$ cat src/rtl/orm_pkg.sv
// Shared constants for the ROM map and failed-post register slice
package orm_pkg;

    // Register byte offsets
    localparam logic [7:0] ORM_OFS_ROM_MAP    = 8'h34;
    localparam logic [7:0] ORM_OFS_FAIL_LOW   = 8'h38;
    localparam logic [7:0] ORM_OFS_FAIL_HIGH  = 8'h3c;
    localparam logic [7:0] ORM_OFS_MAKER_ID   = 8'h40;
    localparam logic [7:0] ORM_OFS_CTRL       = 8'h60;
    localparam logic [7:0] ORM_OFS_INT_STAT   = 8'h64;
    localparam logic [7:0] ORM_OFS_INT_MASK   = 8'h68;

    // Bus geometry
    localparam int ORM_ADDR_W = 8;
    localparam int ORM_DATA_W = 32;
    localparam int ORM_BE_W   = 4;

    // ROM mapping register layout
    localparam int ORM_ROM_BASE_LSB = 10;
    localparam int ORM_ROM_BASE_W   = 22;
    localparam logic [21:0] ORM_ROM_BASE_RST = 22'h000000;

    // ROM window: offset bits 47..10 must match this value
    localparam int ORM_OFFSET_W     = 48;
    localparam int ORM_WIN_LSB      = 10;
    localparam logic [37:0] ORM_ROM_WIN_TAG = 38'h3ffffc0001;

    // Failed-post high register layout
    localparam int ORM_SRC_LSB  = 16;
    localparam int ORM_SRC_W    = 16;
    localparam int ORM_OFSHI_W  = 16;

    // Control register layout
    localparam int ORM_CTRL_BWA_BIT   = 18;
    localparam logic ORM_CTRL_BWA_RST = 1'b0;

    // Interrupt status and mask layout
    localparam int ORM_INT_W          = 2;
    localparam int ORM_INT_FAIL_BIT   = 0;
    localparam int ORM_INT_ROMRD_BIT  = 1;
    localparam logic [1:0] ORM_INT_RST = 2'h0;

    // Maker identifier: no vendor-unique registers
    localparam logic [31:0] ORM_MAKER_ID_VAL = 32'h00000000;

    // Data reset for hardware-updated registers
    localparam logic [31:0] ORM_WORD_RST = 32'h00000000;

endpackage : orm_pkg

$ cat src/rtl/orm_regs.sv
// Register slice: ROM image mapping, failed posted-write capture, maker id
// Contract
// - Quadlet ROM-window read: host address is ROM base plus offset low 10 bits.
// - ROM base is bits 31..10 of mapping register, read/write, resets to zero.
// - Mapping register bits 9..0 ignore writes and read as zero.
// - A failed posted write records its details in the two error registers.
// - Low error register takes the failed request's lower 32 offset bits.
// - High error register bits 31..16 take the requester bus and node number.
// - High error register bits 15..0 take the upper 16 offset bits.
// - Error registers are hardware-updated only, read-only to software.
// - Maker identifier is hard-wired read-only zero, writes ignored.
// - Error capture happens only while buffered write allow is one.
`timescale 1ns/1ps
`default_nettype none
module orm_regs
    import orm_pkg::*;
(
    // Clock, reset, enable
    input  wire logic                      clock,
    input  wire logic                      arst_n,
    input  wire logic                      clk_en,
    input  wire logic                      soft_rst,
    // Avalon-MM slave
    input  wire logic [ORM_ADDR_W-1:0]     address,
    input  wire logic                      read,
    input  wire logic                      write,
    input  wire logic [ORM_DATA_W-1:0]     writedata,
    input  wire logic [ORM_BE_W-1:0]       byteenable,
    output logic [ORM_DATA_W-1:0]          readdata,
    output logic                           waitrequest,
    // ROM window read requests from remote nodes
    input  wire logic                      rom_rd_req,
    input  wire logic [ORM_OFFSET_W-1:0]   rom_rd_offset,
    output logic [ORM_DATA_W-1:0]          rom_host_addr,
    output logic                           rom_host_addr_valid,
    // Posted write failure reports
    input  wire logic                      post_fail,
    input  wire logic [ORM_SRC_W-1:0]      post_fail_src,
    input  wire logic [ORM_OFFSET_W-1:0]   post_fail_dest,
    // Control and interrupt
    output logic                           buffered_write_allow,
    output logic                           irq
);
    // Bus handshake state
    logic                      ack_r;
    logic                      ack_nxt;
    logic                      waitreq_r;
    logic [ORM_DATA_W-1:0]     readdata_r;
    logic [ORM_DATA_W-1:0]     readdata_nxt;

    // Software registers
    logic [ORM_ROM_BASE_W-1:0] rom_base_r;
    logic [ORM_ROM_BASE_W-1:0] rom_base_nxt;
    logic                      bwa_r;
    logic                      bwa_nxt;
    logic [ORM_INT_W-1:0]      int_stat_r;
    logic [ORM_INT_W-1:0]      int_stat_nxt;
    logic [ORM_INT_W-1:0]      int_mask_r;
    logic [ORM_INT_W-1:0]      int_mask_nxt;
    logic                      irq_r;

    // Sub-block results
    wire logic [ORM_DATA_W-1:0] fail_low;
    wire logic [ORM_DATA_W-1:0] fail_high;
    wire logic                  fail_captured;

    // Bus decode
    wire logic                  req;
    wire logic                  wr_fire;
    wire logic                  sel_rom;
    wire logic                  sel_low;
    wire logic                  sel_high;
    wire logic                  sel_maker;
    wire logic                  sel_ctrl;
    wire logic                  sel_stat;
    wire logic                  sel_mask;
    wire logic [ORM_DATA_W-1:0] be_mask;
    wire logic [ORM_DATA_W-1:0] rom_word;
    wire logic [ORM_DATA_W-1:0] rom_word_wr;
    wire logic [ORM_DATA_W-1:0] ctrl_word;
    wire logic [ORM_DATA_W-1:0] stat_word;
    wire logic [ORM_DATA_W-1:0] mask_word;
    wire logic [ORM_DATA_W-1:0] rd_mux;
    wire logic [ORM_INT_W-1:0]  int_events;
    wire logic [ORM_INT_W-1:0]  stat_clr;

    // Request handshake: one wait cycle, completes when waitrequest is low
    assign req     = read || write;
    assign wr_fire = write && ack_r;
    assign ack_nxt = req && !ack_r;

    // Address decode
    assign sel_rom   = (address == ORM_OFS_ROM_MAP);
    assign sel_low   = (address == ORM_OFS_FAIL_LOW);
    assign sel_high  = (address == ORM_OFS_FAIL_HIGH);
    assign sel_maker = (address == ORM_OFS_MAKER_ID);
    assign sel_ctrl  = (address == ORM_OFS_CTRL);
    assign sel_stat  = (address == ORM_OFS_INT_STAT);
    assign sel_mask  = (address == ORM_OFS_INT_MASK);

    // Byte lane mask
    assign be_mask = {{8{byteenable[3]}}, {8{byteenable[2]}},
                      {8{byteenable[1]}}, {8{byteenable[0]}}};

    // Register read views
    assign rom_word  = {rom_base_r, {ORM_ROM_BASE_LSB{1'b0}}};
    assign ctrl_word = {{(ORM_DATA_W-ORM_CTRL_BWA_BIT-1){1'b0}}, bwa_r, {ORM_CTRL_BWA_BIT{1'b0}}};
    assign stat_word = {{(ORM_DATA_W-ORM_INT_W){1'b0}}, int_stat_r};
    assign mask_word = {{(ORM_DATA_W-ORM_INT_W){1'b0}}, int_mask_r};

    // Read mux; unmapped addresses read as zero
    assign rd_mux = sel_rom   ? rom_word :
                    sel_low   ? fail_low :
                    sel_high  ? fail_high :
                    sel_maker ? ORM_MAKER_ID_VAL :
                    sel_ctrl  ? ctrl_word :
                    sel_stat  ? stat_word :
                    sel_mask  ? mask_word :
                    ORM_WORD_RST;

    // Read data captured at the first edge, standing at the completing edge
    assign readdata_nxt = (read && !ack_r) ? rd_mux : readdata_r;

    // ROM base write: only bits 31..10 are stored
    assign rom_word_wr  = (rom_word & ~be_mask) | (writedata & be_mask);
    assign rom_base_nxt = (wr_fire && sel_rom) ? rom_word_wr[ORM_DATA_W-1:ORM_ROM_BASE_LSB]
                                               : rom_base_r;

    // Control register write
    assign bwa_nxt = (wr_fire && sel_ctrl && byteenable[ORM_CTRL_BWA_BIT/8])
                     ? writedata[ORM_CTRL_BWA_BIT] : bwa_r;

    // Interrupt events, sticky with write-one-to-clear; a set beats a clear
    assign int_events[ORM_INT_FAIL_BIT]  = fail_captured;
    assign int_events[ORM_INT_ROMRD_BIT] = rom_host_addr_valid;
    assign stat_clr     = (wr_fire && sel_stat && byteenable[0]) ? writedata[ORM_INT_W-1:0]
                                                                 : ORM_INT_RST;
    assign int_stat_nxt = (int_stat_r & ~stat_clr) | int_events;
    assign int_mask_nxt = (wr_fire && sel_mask && byteenable[0]) ? writedata[ORM_INT_W-1:0]
                                                                 : int_mask_r;

    // Failed-post and maker registers take no software writes

    // Bus handshake
    always_ff @(posedge clock or negedge arst_n) begin
        if (!arst_n) begin
            ack_r      <= 1'b0;
            waitreq_r  <= 1'b1;
            readdata_r <= ORM_WORD_RST;
        end else if (clk_en) begin
            ack_r      <= ack_nxt;
            waitreq_r  <= !ack_nxt;
            readdata_r <= readdata_nxt;
        end
    end

    // ROM base register
    always_ff @(posedge clock or negedge arst_n) begin
        if (!arst_n) begin
            rom_base_r <= ORM_ROM_BASE_RST;
        end else if (clk_en) begin
            if (soft_rst) begin
                rom_base_r <= ORM_ROM_BASE_RST;
            end else begin
                rom_base_r <= rom_base_nxt;
            end
        end
    end

    // Control register
    always_ff @(posedge clock or negedge arst_n) begin
        if (!arst_n) begin
            bwa_r <= ORM_CTRL_BWA_RST;
        end else if (clk_en) begin
            if (soft_rst) begin
                bwa_r <= ORM_CTRL_BWA_RST;
            end else begin
                bwa_r <= bwa_nxt;
            end
        end
    end

    // Interrupt status, mask and line
    always_ff @(posedge clock or negedge arst_n) begin
        if (!arst_n) begin
            int_stat_r <= ORM_INT_RST;
            int_mask_r <= ORM_INT_RST;
            irq_r      <= 1'b0;
        end else if (clk_en) begin
            if (soft_rst) begin
                int_stat_r <= ORM_INT_RST;
                int_mask_r <= ORM_INT_RST;
                irq_r      <= 1'b0;
            end else begin
                int_stat_r <= int_stat_nxt;
                int_mask_r <= int_mask_nxt;
                irq_r      <= |(int_stat_nxt & int_mask_nxt);
            end
        end
    end

    // ROM window address former
    orm_rom_addr u_rom_addr (
        .clock           (clock),
        .arst_n          (arst_n),
        .clk_en          (clk_en),
        .soft_rst        (soft_rst),
        .rd_req          (rom_rd_req),
        .rd_offset       (rom_rd_offset),
        .rom_image_base  (rom_base_r),
        .host_addr       (rom_host_addr),
        .host_addr_valid (rom_host_addr_valid)
    );

    // Failed posted-write capture
    orm_err_capture u_err_capture (
        .clock     (clock),
        .arst_n    (arst_n),
        .clk_en    (clk_en),
        .allow     (bwa_r),
        .fail      (post_fail),
        .fail_src  (post_fail_src),
        .fail_dest (post_fail_dest),
        .fail_low  (fail_low),
        .fail_high (fail_high),
        .captured  (fail_captured)
    );

    // Outputs
    assign readdata             = readdata_r;
    assign waitrequest          = waitreq_r;
    assign buffered_write_allow = bwa_r;
    assign irq                  = irq_r;
endmodule : orm_regs
`default_nettype wire

$ cat src/rtl/orm_rom_addr.sv
// Forms host addresses for quadlet reads of the ROM window
`timescale 1ns/1ps
`default_nettype none
module orm_rom_addr
    import orm_pkg::*;
(
    // Clock and reset
    input  wire logic                      clock,
    input  wire logic                      arst_n,
    input  wire logic                      clk_en,
    input  wire logic                      soft_rst,
    // Request
    input  wire logic                      rd_req,
    input  wire logic [ORM_OFFSET_W-1:0]   rd_offset,
    input  wire logic [ORM_ROM_BASE_W-1:0] rom_image_base,
    // Result
    output logic [ORM_DATA_W-1:0]          host_addr,
    output logic                           host_addr_valid
);
    wire logic                  in_window;
    wire logic [ORM_DATA_W-1:0] base_word;
    wire logic [ORM_DATA_W-1:0] addr_nxt;

    assign in_window = (rd_offset[ORM_OFFSET_W-1:ORM_WIN_LSB] == ORM_ROM_WIN_TAG);
    assign base_word = {rom_image_base, {ORM_ROM_BASE_LSB{1'b0}}};
    assign addr_nxt  = base_word + {{(ORM_DATA_W-ORM_WIN_LSB){1'b0}}, rd_offset[ORM_WIN_LSB-1:0]};

    always_ff @(posedge clock or negedge arst_n) begin
        if (!arst_n) begin
            host_addr       <= ORM_WORD_RST;
            host_addr_valid <= 1'b0;
        end else if (clk_en) begin
            if (soft_rst) begin
                host_addr_valid <= 1'b0;
            end else begin
                host_addr_valid <= rd_req && in_window;
                if (rd_req && in_window) begin
                    host_addr <= addr_nxt;
                end
            end
        end
    end
endmodule : orm_rom_addr
`default_nettype wire

$ cat src/rtl/orm_err_capture.sv
// Captures source and destination of a failed posted write
`timescale 1ns/1ps
`default_nettype none
module orm_err_capture
    import orm_pkg::*;
(
    // Clock and reset
    input  wire logic                    clock,
    input  wire logic                    arst_n,
    input  wire logic                    clk_en,
    // Failure report
    input  wire logic                    allow,
    input  wire logic                    fail,
    input  wire logic [ORM_SRC_W-1:0]    fail_src,
    input  wire logic [ORM_OFFSET_W-1:0] fail_dest,
    // Captured words
    output logic [ORM_DATA_W-1:0]        fail_low,
    output logic [ORM_DATA_W-1:0]        fail_high,
    output logic                         captured
);
    wire logic take;

    assign take = fail && allow;

    always_ff @(posedge clock or negedge arst_n) begin
        if (!arst_n) begin
            fail_low  <= ORM_WORD_RST;
            fail_high <= ORM_WORD_RST;
            captured  <= 1'b0;
        end else if (clk_en) begin
            captured <= take;
            if (take) begin
                fail_low  <= fail_dest[ORM_DATA_W-1:0];
                fail_high <= {fail_src, fail_dest[ORM_OFFSET_W-1:ORM_DATA_W]};
            end
        end
    end
endmodule : orm_err_capture
`default_nettype wire

$ cat config.mk
export PLATFORM = sky130hd
export DESIGN_NAME = orm_regs
export DESIGN_NICKNAME = d
export VERILOG_FILES = /design/src/rtl/orm_pkg.sv /design/src/rtl/orm_regs.sv /design/src/rtl/orm_rom_addr.sv /design/src/rtl/orm_err_capture.sv
export SDC_FILE = /design/constraint.sdc
export NUM_CORES = 1
export LEC_CHECK = 0
export BUFFER_PORTS_ARGS = -buffer_cell sky130_fd_sc_hd__buf_2
export CORE_ASPECT_RATIO = 0.8
export CORE_MARGIN = 2
export CORE_UTILIZATION = 30
export DETAILED_ROUTE_END_ITERATION = 8
export SLEW_MARGIN = 20
export SYNTH_ARGS = -nofsm -noshare
export SYNTH_HDL_FRONTEND = slang
export SYNTH_SLANG_ARGS = --single-unit
$ cat constraint.sdc
create_clock -name clock -period 4.8 [get_ports clock]
set_input_delay 0.24 -clock clock [delete_from_list [all_inputs] [get_ports clock]]
set_output_delay 0.24 -clock clock [all_outputs]
set_load 0.02 [all_outputs]
==> impl_metrics.yaml <==
sta:
  final.setup.tns_ps: 0
  period_needed_ps: 2330
  period_share: 0.485
  max_slew_margin: 0.330
  rsz0062_at_grt: "false"
  tightest_slew_ps: 1000
  final-hold-violation-count: 0
  fmax_ghz: 0.429
  drv_slew: 0
  final.setup_skew_ps: 10.1
  setup_viol: 0
place:
  port_buffers: 223
  gp_congestion: 0.792
  dp_hpwl_um: 15700
  placedCellCount: 1094
detailed_routing:
  drt_wl_total_um: 21400
  ant_nets: 0
  drcViolationCount: 0
  drt_iter0_markers: 262
  vias: 5539
  routedWlPerCell_um: 18.9
  drt_pass1_iterations: 6
  vias_per_cell: 4.89
setup_path:
  max_stage_delay_ps: 660
  cp.required_ps: 5070
  crit_chain: "buf_2 -> nor4b_2 -> buf_4 -> nand4_1 -> o21ai_0 -> a21oi_1"
  crit_fanout: 30
  critPathTopFamily: "simple AND/OR/NAND/NOR gates"
  cp_num_buf_inv: 2
  cp_slowest_cell: "nor4b_2"
  worstSetupPathType: "input pin to flip-flop"
  setup.worst_path.start_class: "input pin"
  setup.worst_path.end_class: "flip-flop"
  cp.arrival_ps: 2590
yosys:
  synth_seq_area_share: 0.558
  synth_edf_count: 0
  syn_area_mm2: 0.00718
  synth_most_common_cell: "dfrtp_1"
  synth_area_leader_cell: "dfrtp_1"
  synth_commonest_cells: "dfrtp_1, mux2_2, o21ai_0"
  syn_inst: 595
  synth_warnings: 0
  synthFlopType: "dfrtp_1"
  synthArstFlopShare: 1.00
  ys_ff_latch: 160
  synth.net_count: 759
  synth_top_area_frac: 0.554
  ys_types: 48
  netlist_top_cells_area: "dfrtp_1, mux2_2, mux2_4, a22oi_1, o21ai_0"
  avgSynthCellArea_um2: 12.1
global_routing:
  antenna_found_initial: 6
  grt_remaining_overflow: 0
  grt_pass1_vias: 5524
  track_usage: 0.172
  grt_first_pass_wirelength_um: 32400
  grt_start_max_net_pins: 66
die:
  core_mm2: 0.0235
  start_util: 0.306
  pin_count: 232
  die_y_um: 142
  die_x_um: 177
  num_rows: 50
  dieArea_mm2: 0.0252
final_layout:
  instances_no_fill: 1132
  n_fill_cell: 2309
  area_delta_synth_final_pct: 28.6
  nets: 966
  drive_gt1_frac: 0.455
  multi_input_area_mm2: 0.00297
  seq_area_mm2: 0.00401
cts:
  clkLatencyLatePin_ps: 420
  htree_levels: 4
  cts_sinks: 160
  ctsResizeCount: 0
  cts_hold_buf: 1
  cts_tree: "built"
  post-cts-setup-buffers: 0
  cts_root_buffer: "clkbuf_16"
  clock_path_buffers: 2
  cts_buffers: 17
  clk_pin_slew_worst_paths_ps: 70
pwr:
  ir_worst_vdd_v: 0.000190
  powerDensity_mw_per_mm2: 382
  p_leak_nw: 4.52
min_path:
  holdCritPathClass: "input pin to flip-flop"
status:
  status: "completed"
flow_run:
  drv.max_cap_violation_count: 0
-- state kept, by name, summed over array words and instances, names as in the netlist --
register and count:
u_err_capture.fail_low 32, readdata 32, u_rom_addr.host_addr 32, buffered_write_allow 1
int_stat_r 2, u_err_capture.captured 1, rom_base_r 22, waitrequest 1
u_rom_addr.host_addr_valid 1, int_mask_r 2, u_err_capture.fail_high 32, irq 1
ack_r 1
-- worst register-to-register path: stages (launching register included) --
cell and delay, ps:
dfrtp_1 430, nand3_4 720, mux2_2 670
-- where the power goes --
group | total, mW | switching [mW] | internal, mW
registers | 1.62 | 0.0919 | 1.53
clock network | 1.49 | 0.571 | 0.916
logic | 0.425 | 0.193 | 0.232
total | 3.53 | 0.856 | 2.67
-- metrics by stage --
stage / hold WS [ps] / area, um^2 / util / worst slack [ps] / power [mW]
finish: 44.4 / 9240 / 0.394 / 2470 / 3.53
global route: 27.2 / 9230 / 0.394 / 2150 / 3.70
CTS: 24.0 / 9230 / 0.393 / 2500 / 3.58
detailed placement: 279 / 8570 / 0.365 / 2060 / 2.07
global placement: 278 / 8570 / 0.365 / 2040 / 2.06
floorplan: -55.6 / 7180 / - / 3040 / 1.88
-- cell families (layout without fill, tap and decap cells) --
family                 Yosys count  after routing  share of synthesized area
flip-flops                     160            160                      0.558
AND/OR/NAND/NOR                150            150                      0.119
AO/OA/AOI/OAI                  133            133                      0.120
multiplexers                   100            100                      0.172
buffers and inverters           52            272                     0.0312
other                            0              5                          0
-- routing by layer --
metal	track usage	vias up	wire [um]
met5	0	-	13
li1	-	2601	-
met1	0.238	2714	9910
met3	0.0441	21	1480
met2	0.265	201	9700
met4	0.0487	2	316
-- cell usage in the layout, fill, tap and decap left out, types with 5 or more instances in the layout --
cell type  Yosys  layout
and2_1         5       5
clkbuf_16      0      17
mux2_4        29      29
a21oi_1       26      26
nor4_1         5       5
buf_2          4     222
nand4_1        7       7
nand2_1       38      38
dfrtp_1      159     159
a22oi_1       30      30
nor2_1        19      19
mux2_2        70      70
o21ai_0       39      39
nand3_1       26      24
diode_2        0       5
nand2b_1      26      26
o41ai_1       15      15
inv_1         11      11
a22o_1         6       6
buf_4          0       5
-- final timing paths --
kind                                 startpoint                          end  slack (ps)  cells after the start
max reg2reg                buffered_write_allow   u_err_capture.fail_high[1]        2860                      2
min in group asynchronous                arst_n  u_err_capture.fail_high[22]         370                      2
min                           post_fail_dest[3]    u_err_capture.fail_low[3]          40                      2
max in group asynchronous                arst_n     u_rom_addr.host_addr[31]        3300                      3
min reg2reg                        readdata[21]                 readdata[21]         470                      2
max                                  address[2]               rom_base_r[19]        2470                      6
-- area by class of cell --
type,instances,share of cell area
flip-flops and latches,160,0.433
multi-input cells,383,0.322
repair buffers,229,0.127
clock buffers,20,0.0505
well taps,312,0.0422
clock inverters,12,0.0195
inverters,11,0.00447
diodes,5,0.00135
Power figures use the tool's default switching activity.
